**config.mk**
```make
export PLATFORM = sky130hd
export DESIGN_NAME = ip_acl_packet_classifier
export DESIGN_NICKNAME = d
export VERILOG_FILES = /design/src/hdl/acl_pkg.sv /design/src/hdl/ip_acl_packet_classifier.sv
export SDC_FILE = /design/constraint.sdc
export NUM_CORES = 2
export LEC_CHECK = 0
export BUFFER_PORTS_ARGS = -buffer_cell sky130_fd_sc_hd__buf_2
export CAP_MARGIN = 20
export CORE_MARGIN = 2
export CORE_UTILIZATION = 42
export CTS_CLUSTER_DIAMETER = 120
export CTS_CLUSTER_SIZE = 20
export DETAILED_ROUTE_END_ITERATION = 16
export GPL_TIMING_DRIVEN = 0
export PLACE_DENSITY = 0.58
export REMOVE_ABC_BUFFERS = 1
export SETUP_SLACK_MARGIN = 0.4
export SYNTH_ARGS = -nofsm -noshare
export SYNTH_HDL_FRONTEND = slang
export SYNTH_SLANG_ARGS = --single-unit
```
**constraint.sdc**
```tcl
create_clock -name clk -period 3.5 [get_ports clk]
set_input_delay 0.175 -clock clk [delete_from_list [all_inputs] [get_ports clk]]
set_output_delay 0.175 -clock clk [all_outputs]
set_load 0.05 [all_outputs]
```
**src/hdl/acl_pkg.sv**
```systemverilog
// Shared types and constants for the IP access-list packet classifier.
// Assumes one switch clock, an APB register port and a same-clock header feed.

package acl_pkg;

    // ------------------------------------------------------------------
    // Register offsets (byte addresses on APB)
    // ------------------------------------------------------------------
    localparam logic [7:0] OFF_CTRL = 8'h00;
    localparam logic [7:0] OFF_SRC_ADDR = 8'h04;
    localparam logic [7:0] OFF_SRC_MASK = 8'h08;
    localparam logic [7:0] OFF_DST_ADDR = 8'h0c;
    localparam logic [7:0] OFF_DST_MASK = 8'h10;
    localparam logic [7:0] OFF_L4_PORTS = 8'h14;
    localparam logic [7:0] OFF_SERVICE = 8'h18;
    localparam logic [7:0] OFF_CMD = 8'h1c;
    localparam logic [7:0] OFF_BIND = 8'h20;
    localparam logic [7:0] OFF_STATUS = 8'h24;
    localparam logic [7:0] OFF_VERDICT = 8'h28;

    localparam int unsigned PORT_W = 4;
    localparam logic [31:0] RESET_ZERO = 32'h0000_0000;
    localparam logic [31:0] MASK_ALL = 32'hffff_ffff;
    localparam logic [7:0] DSCP_MASK = 8'hfc;
    localparam logic [7:0] PREC_MASK = 8'he0;
    localparam int unsigned DSCP_SHIFT = 2;
    localparam int unsigned PREC_SHIFT = 5;

    // ------------------------------------------------------------------
    // Enumerations
    // ------------------------------------------------------------------
    typedef enum logic [1:0] {CRIT_OFF, CRIT_NUMBER, CRIT_SYMBOL, CRIT_RSVD} crit_mode_t;
    typedef enum logic [1:0] {SVC_NONE, SVC_DSCP, SVC_PREC, SVC_MASKED} svc_mode_t;
    typedef enum logic [1:0] {CMD_NONE, CMD_ADD, CMD_UPDATE, CMD_DELETE} cmd_op_t;

    // ------------------------------------------------------------------
    // Register layouts
    // ------------------------------------------------------------------
    typedef struct packed {
        crit_mode_t dport_mode;
        crit_mode_t sport_mode;
        svc_mode_t svc_mode;
        crit_mode_t proto_mode;
        logic [7:0] proto;
        logic [4:0] rsvd;
        logic [PORT_W-1:0] redir_port;
        logic redir_en;
        logic [2:0] egress_queue_select;
        logic queue_en;
        logic match_all;
        logic permit;
    } rule_ctrl_t;

    typedef struct packed {
        logic [23:0] rsvd;
        logic [3:0] rule_id;
        logic [1:0] rsvd2;
        cmd_op_t op;
    } cmd_t;

    // Resolved form of one rule, as the match logic uses it.
    typedef struct packed {
        logic valid;
        logic permit;
        logic match_all;
        logic queue_en;
        logic [2:0] queue;
        logic redir_en;
        logic [PORT_W-1:0] redir_port;
        logic proto_en;
        logic [7:0] proto;
        logic [31:0] src_addr;
        logic [31:0] src_mask;
        logic [31:0] dst_addr;
        logic [31:0] dst_mask;
        logic sport_en;
        logic [15:0] sport_lo;
        logic [15:0] sport_hi;
        logic dport_en;
        logic [15:0] dport_lo;
        logic [15:0] dport_hi;
        logic [7:0] svc_val;
        logic [7:0] svc_mask;
    } rule_t;

    typedef struct packed {
        logic [31:0] src_addr;
        logic [31:0] dst_addr;
        logic [7:0] proto;
        logic [7:0] svc;
        logic [15:0] sport;
        logic [15:0] dport;
        logic [PORT_W-1:0] in_port;
        logic outbound;
    } pkt_hdr_t;

    typedef struct packed {
        logic applied;
        logic hit;
        logic permit;
        logic [3:0] rule_id;
        logic queue_en;
        logic [2:0] queue;
        logic redir_en;
        logic [PORT_W-1:0] redir_port;
    } verdict_t;

    // Symbolic layer-4 port choices to well-known numbers.
    function automatic logic [15:0] l4_port_of(input logic [3:0] code);
        case (code)
            4'h0: l4_port_of = 16'h0035;
            4'h1: l4_port_of = 16'h0007;
            4'h2: l4_port_of = 16'h0015;
            4'h3: l4_port_of = 16'h0014;
            4'h4: l4_port_of = 16'h0050;
            4'h5: l4_port_of = 16'h0019;
            4'h6: l4_port_of = 16'h00a1;
            4'h7: l4_port_of = 16'h0017;
            4'h8: l4_port_of = 16'h0045;
            default: l4_port_of = 16'h0050;
        endcase
    endfunction : l4_port_of

    // Protocol keywords: 0 ICMP, 1 IGMP, 2 IP (any), 3 TCP, 4 UDP.
    localparam logic [7:0] PROTO_KW_IP = 8'h02;
    function automatic logic [7:0] proto_of(input logic [7:0] code);
        case (code)
            8'h00: proto_of = 8'h01;
            8'h01: proto_of = 8'h02;
            8'h03: proto_of = 8'h06;
            default: proto_of = 8'h11;
        endcase
    endfunction : proto_of

endpackage : acl_pkg

```
**src/hdl/ip_acl_packet_classifier.sv**
```systemverilog
// IP access-list classifier: rule table loaded over APB, one verdict per header.
// Assumes headers arrive from same-clock pipeline logic, one per cycle at most.
//
// Local design decisions: the address map and the APB slave port.

// What this block does
// - hit needs every configured criterion matching
// - at most nine rules, ids one to nine
// - add refused when list already full
// - each rule permits or denies on hit
// - permit rule may force egress queue
// - permit rule may redirect to port
// - match-all rule hits every packet
// - protocol number one to 255 compared
// - protocol keyword alternative, one value held
// - masked source address compare
// - masked destination address compare
// - source keyword becomes single-value range
// - numeric source port compared exactly
// - destination keyword becomes single-value range
// - numeric destination port must equal value
// - one service criterion of three kinds
// - DSCP compares upper six bits
// - precedence compares upper three bits
// - masked service byte compare
// - first hit in order decides
// - list applies to bound ports, direction
module ip_acl_packet_classifier #(
    parameter int unsigned MAX_RULES = 9,
    parameter int unsigned NUM_PORTS = 16
) (
    input wire logic clk,
    input wire logic reset_n,
    input wire logic psel,
    input wire logic penable,
    input wire logic pwrite,
    input wire logic [7:0] paddr,
    input wire logic [31:0] pwdata,
    output logic [31:0] prdata,
    output logic pready,
    output logic pslverr,
    input wire logic pkt_valid,
    input wire acl_pkg::pkt_hdr_t pkt,
    output logic verdict_valid,
    output acl_pkg::verdict_t verdict
);

    // ------------------------------------------------------------------
    // Register state
    // ------------------------------------------------------------------
    acl_pkg::rule_ctrl_t ctrl_reg;
    logic [31:0] src_addr_reg;
    logic [31:0] src_mask_reg;
    logic [31:0] dst_addr_reg;
    logic [31:0] dst_mask_reg;
    logic [31:0] l4_ports_reg;
    logic [15:0] service_reg;
    logic [NUM_PORTS-1:0] bind_ports_reg;
    logic bind_out_reg;
    logic [3:0] count_reg;
    logic [3:0] count_next;
    logic refused_reg;
    logic [31:0] prdata_reg;
    acl_pkg::rule_t rules_reg [MAX_RULES];
    acl_pkg::verdict_t verdict_reg;
    acl_pkg::verdict_t verdict_next;
    logic verdict_valid_reg;

    // ------------------------------------------------------------------
    // APB decode
    // ------------------------------------------------------------------
    wire access = psel & penable;
    wire wr_en = access & pwrite;
    wire sel_ctrl = paddr == acl_pkg::OFF_CTRL;
    wire sel_sa = paddr == acl_pkg::OFF_SRC_ADDR;
    wire sel_sm = paddr == acl_pkg::OFF_SRC_MASK;
    wire sel_da = paddr == acl_pkg::OFF_DST_ADDR;
    wire sel_dm = paddr == acl_pkg::OFF_DST_MASK;
    wire sel_l4 = paddr == acl_pkg::OFF_L4_PORTS;
    wire sel_svc = paddr == acl_pkg::OFF_SERVICE;
    wire sel_cmd = paddr == acl_pkg::OFF_CMD;
    wire sel_bind = paddr == acl_pkg::OFF_BIND;
    wire sel_stat = paddr == acl_pkg::OFF_STATUS;
    wire sel_verd = paddr == acl_pkg::OFF_VERDICT;
    wire mapped = sel_ctrl | sel_sa | sel_sm | sel_da | sel_dm | sel_l4 | sel_svc
                  | sel_cmd | sel_bind | sel_stat | sel_verd;

    // Read data is captured in the setup cycle so prdata comes from a flop;
    // the access phase therefore always completes in one cycle.
    assign pready = access;
    assign pslverr = access & ~mapped;
    assign prdata = prdata_reg;

    wire [31:0] bind_word = {bind_out_reg, {(31 - NUM_PORTS){1'b0}}, bind_ports_reg};
    wire [31:0] status_word = {27'h0, refused_reg, count_reg};
    wire [31:0] rd_data =
        sel_ctrl ? 32'(ctrl_reg) :
        sel_sa ? src_addr_reg :
        sel_sm ? src_mask_reg :
        sel_da ? dst_addr_reg :
        sel_dm ? dst_mask_reg :
        sel_l4 ? l4_ports_reg :
        sel_svc ? {16'h0, service_reg} :
        sel_bind ? bind_word :
        sel_stat ? status_word :
        sel_verd ? 32'(verdict_reg) : acl_pkg::RESET_ZERO;

    always_ff @(posedge clk or negedge reset_n) begin
        if (!reset_n) begin
            prdata_reg <= acl_pkg::RESET_ZERO;
        end else if (psel && !penable && !pwrite) begin
            prdata_reg <= rd_data;
        end
    end

    // ------------------------------------------------------------------
    // Staging registers
    // ------------------------------------------------------------------
    always_ff @(posedge clk or negedge reset_n) begin
        if (!reset_n) begin
            ctrl_reg <= acl_pkg::rule_ctrl_t'(acl_pkg::RESET_ZERO);
            src_addr_reg <= acl_pkg::RESET_ZERO;
            src_mask_reg <= acl_pkg::MASK_ALL;
            dst_addr_reg <= acl_pkg::RESET_ZERO;
            dst_mask_reg <= acl_pkg::MASK_ALL;
            l4_ports_reg <= acl_pkg::RESET_ZERO;
            service_reg <= 16'h0000;
            bind_ports_reg <= '0;
            bind_out_reg <= 1'b0;
        end else if (wr_en) begin
            if (sel_ctrl) ctrl_reg <= acl_pkg::rule_ctrl_t'(pwdata);
            if (sel_sa) src_addr_reg <= pwdata;
            if (sel_sm) src_mask_reg <= pwdata;
            if (sel_da) dst_addr_reg <= pwdata;
            if (sel_dm) dst_mask_reg <= pwdata;
            if (sel_l4) l4_ports_reg <= pwdata;
            if (sel_svc) service_reg <= pwdata[15:0];
            if (sel_bind) bind_ports_reg <= pwdata[NUM_PORTS-1:0];
            if (sel_bind) bind_out_reg <= pwdata[31];
        end
    end

    // ------------------------------------------------------------------
    // Staged rule resolved into match form
    // ------------------------------------------------------------------
    acl_pkg::rule_t new_rule;
    wire [15:0] sport_num = l4_ports_reg[15:0];
    wire [15:0] dport_num = l4_ports_reg[31:16];
    wire [7:0] svc_cfg = service_reg[7:0];
    wire [7:0] svc_cfg_mask = service_reg[15:8];
    wire is_permit = ctrl_reg.permit;
    wire proto_kw = ctrl_reg.proto_mode == acl_pkg::CRIT_SYMBOL;
    wire proto_num = ctrl_reg.proto_mode == acl_pkg::CRIT_NUMBER;
    wire proto_on = proto_num | (proto_kw & (ctrl_reg.proto != acl_pkg::PROTO_KW_IP));
    wire [7:0] proto_val = proto_kw ? acl_pkg::proto_of(ctrl_reg.proto) : ctrl_reg.proto;
    wire proto_bad = proto_num & (ctrl_reg.proto == 8'h00);
    wire [15:0] sport_val = (ctrl_reg.sport_mode == acl_pkg::CRIT_SYMBOL)
                            ? acl_pkg::l4_port_of(sport_num[3:0]) : sport_num;
    wire [15:0] dport_val = (ctrl_reg.dport_mode == acl_pkg::CRIT_SYMBOL)
                            ? acl_pkg::l4_port_of(dport_num[3:0]) : dport_num;
    wire [7:0] dscp_val = 8'(svc_cfg << acl_pkg::DSCP_SHIFT);
    wire [7:0] prec_val = 8'(svc_cfg << acl_pkg::PREC_SHIFT);

    logic [7:0] svc_val;
    logic [7:0] svc_msk;
    always_comb begin
        unique case (ctrl_reg.svc_mode)
            acl_pkg::SVC_NONE: begin
                svc_val = 8'h00;
                svc_msk = 8'h00;
            end
            acl_pkg::SVC_DSCP: begin
                svc_val = dscp_val & acl_pkg::DSCP_MASK;
                svc_msk = acl_pkg::DSCP_MASK;
            end
            acl_pkg::SVC_PREC: begin
                svc_val = prec_val & acl_pkg::PREC_MASK;
                svc_msk = acl_pkg::PREC_MASK;
            end
            acl_pkg::SVC_MASKED: begin
                svc_val = svc_cfg;
                svc_msk = svc_cfg_mask;
            end
        endcase
    end

    always_comb begin
        new_rule = '0;
        new_rule.valid = 1'b1;
        new_rule.permit = is_permit;
        new_rule.match_all = ctrl_reg.match_all;
        new_rule.queue_en = is_permit & ctrl_reg.queue_en;
        new_rule.queue = ctrl_reg.egress_queue_select;
        new_rule.redir_en = is_permit & ctrl_reg.redir_en;
        new_rule.redir_port = ctrl_reg.redir_port;
        new_rule.proto_en = proto_on;
        new_rule.proto = proto_val;
        new_rule.src_addr = src_addr_reg;
        new_rule.src_mask = src_mask_reg;
        new_rule.dst_addr = dst_addr_reg;
        new_rule.dst_mask = dst_mask_reg;
        new_rule.sport_en = ctrl_reg.sport_mode != acl_pkg::CRIT_OFF;
        new_rule.sport_lo = sport_val;
        new_rule.sport_hi = sport_val;
        new_rule.dport_en = ctrl_reg.dport_mode != acl_pkg::CRIT_OFF;
        new_rule.dport_lo = dport_val;
        new_rule.dport_hi = dport_val;
        new_rule.svc_val = svc_val;
        new_rule.svc_mask = svc_msk;
    end

    // ------------------------------------------------------------------
    // Rule table commands
    // ------------------------------------------------------------------
    acl_pkg::cmd_t cmd_w;
    assign cmd_w = acl_pkg::cmd_t'(pwdata);
    wire cmd_wr = wr_en & sel_cmd & (cmd_w.op != acl_pkg::CMD_NONE);
    wire id_ok = (cmd_w.rule_id != 4'h0) && (32'(cmd_w.rule_id) <= MAX_RULES);
    wire [3:0] slot = id_ok ? cmd_w.rule_id - 4'h1 : 4'h0;
    wire slot_used = rules_reg[slot].valid;
    wire list_full = 32'(count_reg) >= MAX_RULES;
    wire add_ok = cmd_wr && cmd_w.op == acl_pkg::CMD_ADD && id_ok && !slot_used
                  && !list_full && !proto_bad;
    wire upd_ok = cmd_wr && cmd_w.op == acl_pkg::CMD_UPDATE && id_ok && slot_used && !proto_bad;
    wire del_ok = cmd_wr && cmd_w.op == acl_pkg::CMD_DELETE && id_ok && slot_used;
    wire cmd_refused = cmd_wr & ~(add_ok | upd_ok | del_ok);

    assign count_next = add_ok ? count_reg + 4'h1 : del_ok ? count_reg - 4'h1 : count_reg;

    always_ff @(posedge clk or negedge reset_n) begin
        if (!reset_n) begin
            count_reg <= 4'h0;
            refused_reg <= 1'b0;
        end else begin
            count_reg <= count_next;
            if (cmd_wr) refused_reg <= cmd_refused;
        end
    end

    // ------------------------------------------------------------------
    // Per-rule storage and match
    // ------------------------------------------------------------------
    logic [MAX_RULES-1:0] hit_vec;

    for (genvar i = 0; i < MAX_RULES; i++) begin : g_rule
        wire this_slot = (32'(slot) == i);
        always_ff @(posedge clk or negedge reset_n) begin
            if (!reset_n) begin
                rules_reg[i] <= '0;
            end else if ((add_ok || upd_ok) && this_slot) begin
                rules_reg[i] <= new_rule;
            end else if (del_ok && this_slot) begin
                rules_reg[i] <= '0;
            end
        end

        acl_pkg::rule_t r;
        assign r = rules_reg[i];
        wire m_proto = !r.proto_en || (pkt.proto == r.proto);
        wire m_src = ((pkt.src_addr ^ r.src_addr) & r.src_mask) == 32'h0;
        wire m_dst = ((pkt.dst_addr ^ r.dst_addr) & r.dst_mask) == 32'h0;
        wire m_sport = !r.sport_en || (pkt.sport >= r.sport_lo && pkt.sport <= r.sport_hi);
        wire m_dport = !r.dport_en || (pkt.dport >= r.dport_lo && pkt.dport <= r.dport_hi);
        wire m_svc = ((pkt.svc ^ r.svc_val) & r.svc_mask) == 8'h00;
        assign hit_vec[i] = r.valid
                            && (r.match_all || (m_proto && m_src && m_dst && m_sport
                                                && m_dport && m_svc));
    end

    // ------------------------------------------------------------------
    // Verdict
    // ------------------------------------------------------------------
    // lowest id wins
    logic [3:0] first_idx;
    always_comb begin
        first_idx = 4'h0;
        for (int k = MAX_RULES - 1; k >= 0; k--) begin
            if (hit_vec[k]) first_idx = 4'(k);
        end
    end

    wire port_bound = (32'(pkt.in_port) < NUM_PORTS) && bind_ports_reg[pkt.in_port];
    wire bound = port_bound && (pkt.outbound == bind_out_reg);
    wire any_hit = |hit_vec;
    acl_pkg::rule_t win;
    assign win = rules_reg[first_idx];

    always_comb begin
        verdict_next = '0;
        verdict_next.applied = bound;
        verdict_next.hit = bound & any_hit;
        verdict_next.permit = bound & any_hit & win.permit;
        verdict_next.rule_id = (bound & any_hit) ? first_idx + 4'h1 : 4'h0;
        verdict_next.queue_en = verdict_next.permit & win.queue_en;
        verdict_next.queue = verdict_next.queue_en ? win.queue : 3'h0;
        verdict_next.redir_en = verdict_next.permit & win.redir_en;
        verdict_next.redir_port = verdict_next.redir_en ? win.redir_port : '0;
    end

    always_ff @(posedge clk or negedge reset_n) begin
        if (!reset_n) begin
            verdict_reg <= '0;
            verdict_valid_reg <= 1'b0;
        end else begin
            verdict_valid_reg <= pkt_valid;
            if (pkt_valid) verdict_reg <= verdict_next;
        end
    end

    assign verdict = verdict_reg;
    assign verdict_valid = verdict_valid_reg;
endmodule : ip_acl_packet_classifier

```
Word-level counts from Yosys, hierarchy flattened. Memory sizes are Yosys's and may differ from the RTL's. Index checks and enable logic that the tools add are counted.

Memory bits (read-only): 256. Memories: 2. Input bits: 163. Bits in registers: 2358. Output and inout port bits: 51. Word-level logic and storage cells: 680.

Memories: (no name shown) (words 16, bits a word 8, rd ports 1, clocked after Yosys merged registers in 0, wr ports 0, line acl_pkg.sv:110) `case (code)`; (no name shown) (words 16, bits a word 8, rd ports 1, clocked after Yosys merged registers in 0, wr ports 0, line acl_pkg.sv:110).

Equal/unequal tests: 41. Mux-type cells: 57. Order comparisons: 41. Bitwise gates (word level): 85. Add/subtract/negate cells: 4. Reduce and logical (&&, ||, !) cells: 229.

Operators by type and width (count): $mux 231 (20); $bmux 231 s4 (2); $and 32x32->32 (18); $logic_not 32->1 (18); $xor 32x32->32 (18); $mux 230 (2); $ge 16x16->1 (18); $le 16x16->1 (18); $mux 32 (8); $logic_and 1x1->1 (106); $logic_not 8->1 (11); $and 8x8->8 (9); $eq 8x8->1 (9); $xor 8x8->8 (9); $mux 16 (4); $pmux 8 s4 (2); $mux 4 (14); $logic_or 1x1->1 (37); $eq 8x5->1 const B (4); $logic_not 1->1 (32); $reduce_bool 2->1 (13); $eq 8x6->1 const B (3); $eq 4x3->1 const B (4); $eq 8x4->1 const B (2); other kinds (30) (76).

Longest topological paths before layout.
Word-level depth: 26. Mapped depth: 20. Depth with buffers taken out: 15.

Worst setup path before layout. Ideal clock, no wire load.

Path kind: input port to flip-flop. From: input pwdata[4]. To: register rules_reg (netlist bit g_rule[6].r[182]). Required time: 3.379 ns. Setup time: 0.121 ns. Path slack: -0.140 ns. Arrival time: 3.519 ns. Cell stages on the path: 17. Buffers on the path: 5. Cells stage by stage: buf_2 > inv_1 > clkbuf_1 > ha_1 > clkbuf_1 > a221oi_1 > nor4_1 > nand2_1 > o311ai_1 > nor4_2 > o21ai_1 > nor2b_1 > nor2_2 > nand2_1 > buf_2 > clkbuf_1 > a22o_1.

Cells in the longest elaborated chain, start to end: 14. Elaborated cells between the ends (all ways): 25. Those cells by class: add/sub: 1; order compare: 1; eq/ne: 1; mux: 5; bitwise: 1; reduce/logical: 16.

Ends and longest elaborated chain: start, declared (line ip_acl_packet_classifier.sv:38) `input wire logic [31:0] pwdata,`; $le 4x4->1 or $reduce_bool 4->1 (tied branches) (line ip_acl_packet_classifier.sv:218) `wire id_ok = (cmd_w.rule_id != 4'h0) && (32'(cmd_w.rule_id) <= MAX_RULES);`; $logic_and 1x1->1 (line ip_acl_packet_classifier.sv:218); $mux 4 (line ip_acl_packet_classifier.sv:219) `wire [3:0] slot = id_ok ? cmd_w.rule_id - 4'h1 : 4'h0;`; $not 4->5 (implied by the code) (line ip_acl_packet_classifier.sv:220) `wire slot_used = rules_reg[slot].valid;`; $bmux 231 s4 (line ip_acl_packet_classifier.sv:220); $mux 231 (implied by the code) (2 in series) (line ip_acl_packet_classifier.sv:220); $logic_not 1->1 (line ip_acl_packet_classifier.sv:222) `wire add_ok = cmd_wr && cmd_w.op == acl_pkg::CMD_ADD && id_ok && !slot_used`; $logic_and 1x1->1 (line ip_acl_packet_classifier.sv:222); $logic_and 1x1->1 (2 in series) (line ip_acl_packet_classifier.sv:223) `&& !list_full && !proto_bad;`; $logic_or 1x1->1 (line ip_acl_packet_classifier.sv:250) `end else if ((add_ok || upd_ok) && this_slot) begin`; $logic_and 1x1->1 (line ip_acl_packet_classifier.sv:250); $mux 231 or $reduce_bool 2->1 (tied branches); end signal, assigned by index (line ip_acl_packet_classifier.sv:251) `rules_reg[i] <= new_rule;`; end, declared (line ip_acl_packet_classifier.sv:64) `acl_pkg::rule_t rules_reg [MAX_RULES];`.

Parallel ways exist; a longest one is shown, timed or not. The select of a mux whose other input is x is not followed. A chain may end at the register's enable or synchronous reset.

Worst setup path after layout.
From: register rules_reg (netlist bit g_rule[5].r[132]). To: register verdict_reg (netlist bit verdict[3]).

Cells in the longest elaborated chain, start to end: 22. Elaborated cells between the ends (all ways): 24. Those cells by class: mux: 10; bitwise: 6; reduce/logical: 8.

Ends and longest elaborated chain: $xor 32x32->32 (*) (line ip_acl_packet_classifier.sv:261) `wire m_dst = ((pkt.dst_addr ^ r.dst_addr) & r.dst_mask) == 32'h0;`; $and 32x32->32 (*) (line ip_acl_packet_classifier.sv:261); $logic_not 32->1 (*) (line ip_acl_packet_classifier.sv:261); $logic_and 1x1->1 (*) (2 in series) (line ip_acl_packet_classifier.sv:266) `&& (r.match_all || (m_proto && m_src && m_dst && m_sport`; $logic_and 1x1->1 (*) (2 in series) (line ip_acl_packet_classifier.sv:267) `&& m_dport && m_svc));`; $logic_or 1x1->1 (*) (line ip_acl_packet_classifier.sv:266); $logic_and 1x1->1 (*) (line ip_acl_packet_classifier.sv:266); $mux 4 (6 in series) (line ip_acl_packet_classifier.sv:278) `if (hit_vec[k]) first_idx = 4'(k);`; $not 4->5 (implied by the code) (line ip_acl_packet_classifier.sv:286) `assign win = rules_reg[first_idx];`; $bmux 231 s4 (line ip_acl_packet_classifier.sv:286); $mux 230 (implied by the code) (2 in series) (line ip_acl_packet_classifier.sv:286); $and 1x1->1 (line ip_acl_packet_classifier.sv:292) `verdict_next.permit = bound & any_hit & win.permit;`; $and 1x1->1 (line ip_acl_packet_classifier.sv:296) `verdict_next.redir_en = verdict_next.permit & win.redir_en;`; $mux 4 (*) (line ip_acl_packet_classifier.sv:297) `verdict_next.redir_port = verdict_next.redir_en ? win.redir_port : '0;`; end signal, assigned (line ip_acl_packet_classifier.sv:306) `if (pkt_valid) verdict_reg <= verdict_next;`; end, declared (line ip_acl_packet_classifier.sv:65) `acl_pkg::verdict_t verdict_reg;`.

Mark *: on every way between the ends. The rest lies on a longest branch, timed or not. The select of a mux whose other input is x is not followed.

==> impl_metrics.yaml <==
setup_path:
  timing.critical_path.arrival_ps: 5410
  critPathMaxFanout: 7
  crit_path_cell_trace: "xor2_1 > a22oi_1 > nand4_1 > nor4_4 > nand4_1 > and2_4 > and3_4 > nor2_4 > clkbuf_16 > buf_12 > mux2i_1 > mux2_2 > mux2_2 > o32ai_2"
  crit_path_max_incr_delay_ps: 780
  criticalPathCategory: "reg2reg"
  startpoint_type: "flop"
  cp.required_ps: 4200
  endpoint_kind: "flop"
  cp_slowest_cell: "sky130_fd_sc_hd__a22oi_1"
timing:
  layout_min_cycle_time_ps: 4720
  setup_repair_after_global_routing_missed_its_margin: "yes"
  finalCritPeriodShare: 1.35
  setup_ws_ps: -1220
  hold_slack_ps: 86.6
  clock-skew-final_ps: 51.5
  hold_violations: 0
  fmax_mhz: 212
  timing.max_slew.rel_slack: -0.175
  setup_viol_count_final: 1278
  timing_worst_slew_pin_value_ps: 1760
  maxSlewViolCount: 12
synth:
  yosys-mux-area-fraction: 0.0325
  synth_compound_area_frac: 0.206
  number_of_synthesized_flops_with_an_enable_pin: 0
  dominant_combinational_cell_family_by_area_after_synthesis: "compound AO/OA/AOI/OAI gates"
  synth-adder-area-share: 0.000912
  synth-seq-area-share: 0.573
  netlist.top_cell.by_area: "sky130_fd_sc_hd__dfrtp_1"
  syn_avg_cell_area_um2: 11.9
  synth_cells: 7598
  synth-seq-cells: 2070
  ys_top_cells_by_count: "2006 x sky130_fd_sc_hd__dfrtp_1, 1341 x sky130_fd_sc_hd__a22o_1, 971 x sky130_fd_sc_hd__xor2_1"
  synthesis.area_um2: 90500
  yosysMostFrequentCell: "sky130_fd_sc_hd__dfrtp_1"
  post_synth_and_or_nand_nor_area_fraction: 0.0528
  yosys.area_share.xor_xnor: 0.0982
  netlist-cell-type-count: 78
  post_synth_main_area_contributors: "sky130_fd_sc_hd__dfrtp_1 55%, sky130_fd_sc_hd__a22o_1 13%, sky130_fd_sc_hd__xor2_1 9.4%, sky130_fd_sc_hd__mux2_2 2.9%, sky130_fd_sc_hd__o21ai_0 2.8%"
  dominantRegCellSynth: "sky130_fd_sc_hd__dfrtp_1"
  synth-async-reset-ratio: 1.00
  post-synth-top-area-fraction: 0.555
  yosysWarnings: 0
drt:
  detail_route.wl_per_cell_um: 40.0
  detailedRoute.firstIterationViolations: 12097
  route.detailed.vias_per_inst: 6.80
  detailroute.via_count: 73089
  finalWirelength_mm: 430
  first_pass_iters: 8
  route.antenna.remaining_nets: 0
  post_route_drc: 0
power:
  net-switching-power_uw: 10300
  power_density_nw_per_um2: 385
  pwr-share-clk: 0.356
  pwr-share-seq: 0.591
  power_switching_share: 0.251
  cellLeakagePower_uw: 0.0508
  cellInternalPower_uw: 30700
  max-vdd-ir-drop_mv: 0.414
  power.share.combinational: 0.053
clocking:
  tritoncts_num_sinks: 2070
  maximum_clock_insertion_buffer_count: 3
  clock_insertion_delay_worst_skew_ps: 830
  number_of_buffers_created_by_cts: 114
  tritoncts_clock_tree: "yes"
  clkTransAtPathRegs_ps: 90
  cts_root_buffer: "sky130_fd_sc_hd__clkbuf_16"
  cts_max_level: 3
job:
  timing.max_cap.violations: 1
global_routing:
  gr_peak_layer: "met2"
  grtUsageMet3: 0.138
  globalRouteMet2Util: 0.502
  grt-ovfl-total: 0
  grt_first_pass_wirelength_mm: 556
  first_global_vias: 66991
  antenna_violations_before_repair: 67
  global_route_met1_usage: 0.478
  grt.total_usage: 0.365
  pin_count_of_the_biggest_net_entering_global_routing: 170
floorplan:
  initial_utilization: 0.422
  dieHeight_um: 468
  die_w_um: 468
  io_pins: 214
  die_area_um2: 219000
  placeable_area_um2: 214000
  std_cell_rows: 170
cells_and_area:
  fin_area_um2: 106000
  flow.area_growth_from_synthesis_pct: 17.5
  filler_cell_count: 18842
  finalNetCount: 7965
  final_core_util: 0.496
  largest_register_ffs: 1791
  share_of_final_layout_standard_cells_stronger_than_drive_strength_1: 0.178
placed_design:
  dpl.hpwl_mm: 256
  replace_congestion: 0.938
  port_buffers: 213
  post_dp_cell_area_um2: 95300
outcome:
  outcome: "finished with violations"
  failed_checks: "capacitance limit, slew limit, setup timing"
min_path:
  hold_path.class: "in2reg"
metrics by stage:
step	setup TNS [ps]	total power (µW)	instances	setup slack, ps
finish	-136900	40900	10749	-1220
detailed placement	-4074670	26600	10094	-2990
CTS	-17590	40800	10543	-826
global placement	-	26500	9924	-43940
global route	-137700	41900	10720	-1050
floorplan	-7431820	25000	6873	-9860
layout make-up:
cell class	count	area, µm²	area share
timing repair buffer	789	10500	0.0987
clock buffer	186	3150	0.0297
sequential	2070	51900	0.488
antenna	40	100	0.000941
tap	2838	3550	0.0334
inverter	38	170	0.00160
clock inverter	5	60.1	0.000565
multi-input combinational	4783	36900	0.347
path summary, 6_finish.rpt:
kind,start,end,slack (ps),cells after the start
min in group asynchronous,reset_n,g_rule[0].r[122]$_DFFE_PN0P_,600,6
max reg2reg,g_rule[5].r[132]$_DFFE_PN0P_,verdict[3]$_DFFE_PN0P_,-1220,14
max,g_rule[5].r[132]$_DFFE_PN0P_,verdict[3]$_DFFE_PN0P_,-1220,14
max in group asynchronous,reset_n,g_rule[7].r[37]$_DFFE_PN0P_,520,8
min reg2reg,prdata[24]$_DFFE_PN0P_,prdata[24]$_DFFE_PN0P_,480,1
min,penable,prdata[4]$_DFFE_PN0P_,90,4
what timing repair did:
| action | 4_1_cts | 5_1_grt |
|---|---|---|
| cloned | 70 | 68 |
| hold endpoints to repair | 599 | 12 |
| gates resized for setup | 258 | 154 |
| hold buffers | 45 | 1 |
| endpoints found under the setup margin | 1809 | 2149 |
| pin swaps | 151 | 110 |
| setup buffers | 143 | 90 |
cell families after synthesis:
kind of cell	after synthesis
compound gates	2435
xor+xnor	1015
fa+ha+maj	6
buf+inv	763
flops	2070
mux	257
simple gates	1052
cells in the final DEF, fill, tap and decap left out, types with 85 or more instances in the layout:
master	n
sky130_fd_sc_hd__a21oi_1	91
sky130_fd_sc_hd__o21ai_0	499
sky130_fd_sc_hd__a22oi_1	277
sky130_fd_sc_hd__buf_4	184
sky130_fd_sc_hd__clkbuf_16	163
sky130_fd_sc_hd__a22o_1	1341
sky130_fd_sc_hd__nand2_1	595
sky130_fd_sc_hd__xor2_1	971
sky130_fd_sc_hd__buf_16	114
sky130_fd_sc_hd__nand4_1	109
sky130_fd_sc_hd__buf_2	213
sky130_fd_sc_hd__mux2_2	228
sky130_fd_sc_hd__dfrtp_1	1998
sky130_fd_sc_hd__buf_12	85
power groups by stage:
stage	clock, µW	sequential (µW)	combinational (µW)
after detailed placement	0	24600	1920
after floorplan	0	24500	531
after CTS	14600	24200	2060
after global placement	0	24700	1800
final	14600	24200	2160
after global routing	15500	24200	2270
worst max-delay path, delay by kind of cell (launching register included):
family,cells,cell delay [ps]
muxes,3,610
DFF,1,390
AOI/OAI and AO/OA,2,1040
buffers and inverters,2,310
and+or+nand+nor,6,2120
xor gates and xnor gates,1,140
per-layer routing:
| layer | share of wire | vias to the layer above |
|---|---|---|
| met2 | 0.40 | 5657 |
| met5 | 0.0015 | - |
| li1 | - | 28165 |
| met4 | 0.089 | 48 |
| met1 | 0.36 | 37766 |
| met3 | 0.15 | 1453 |
(Power assumes the default switching activity.)
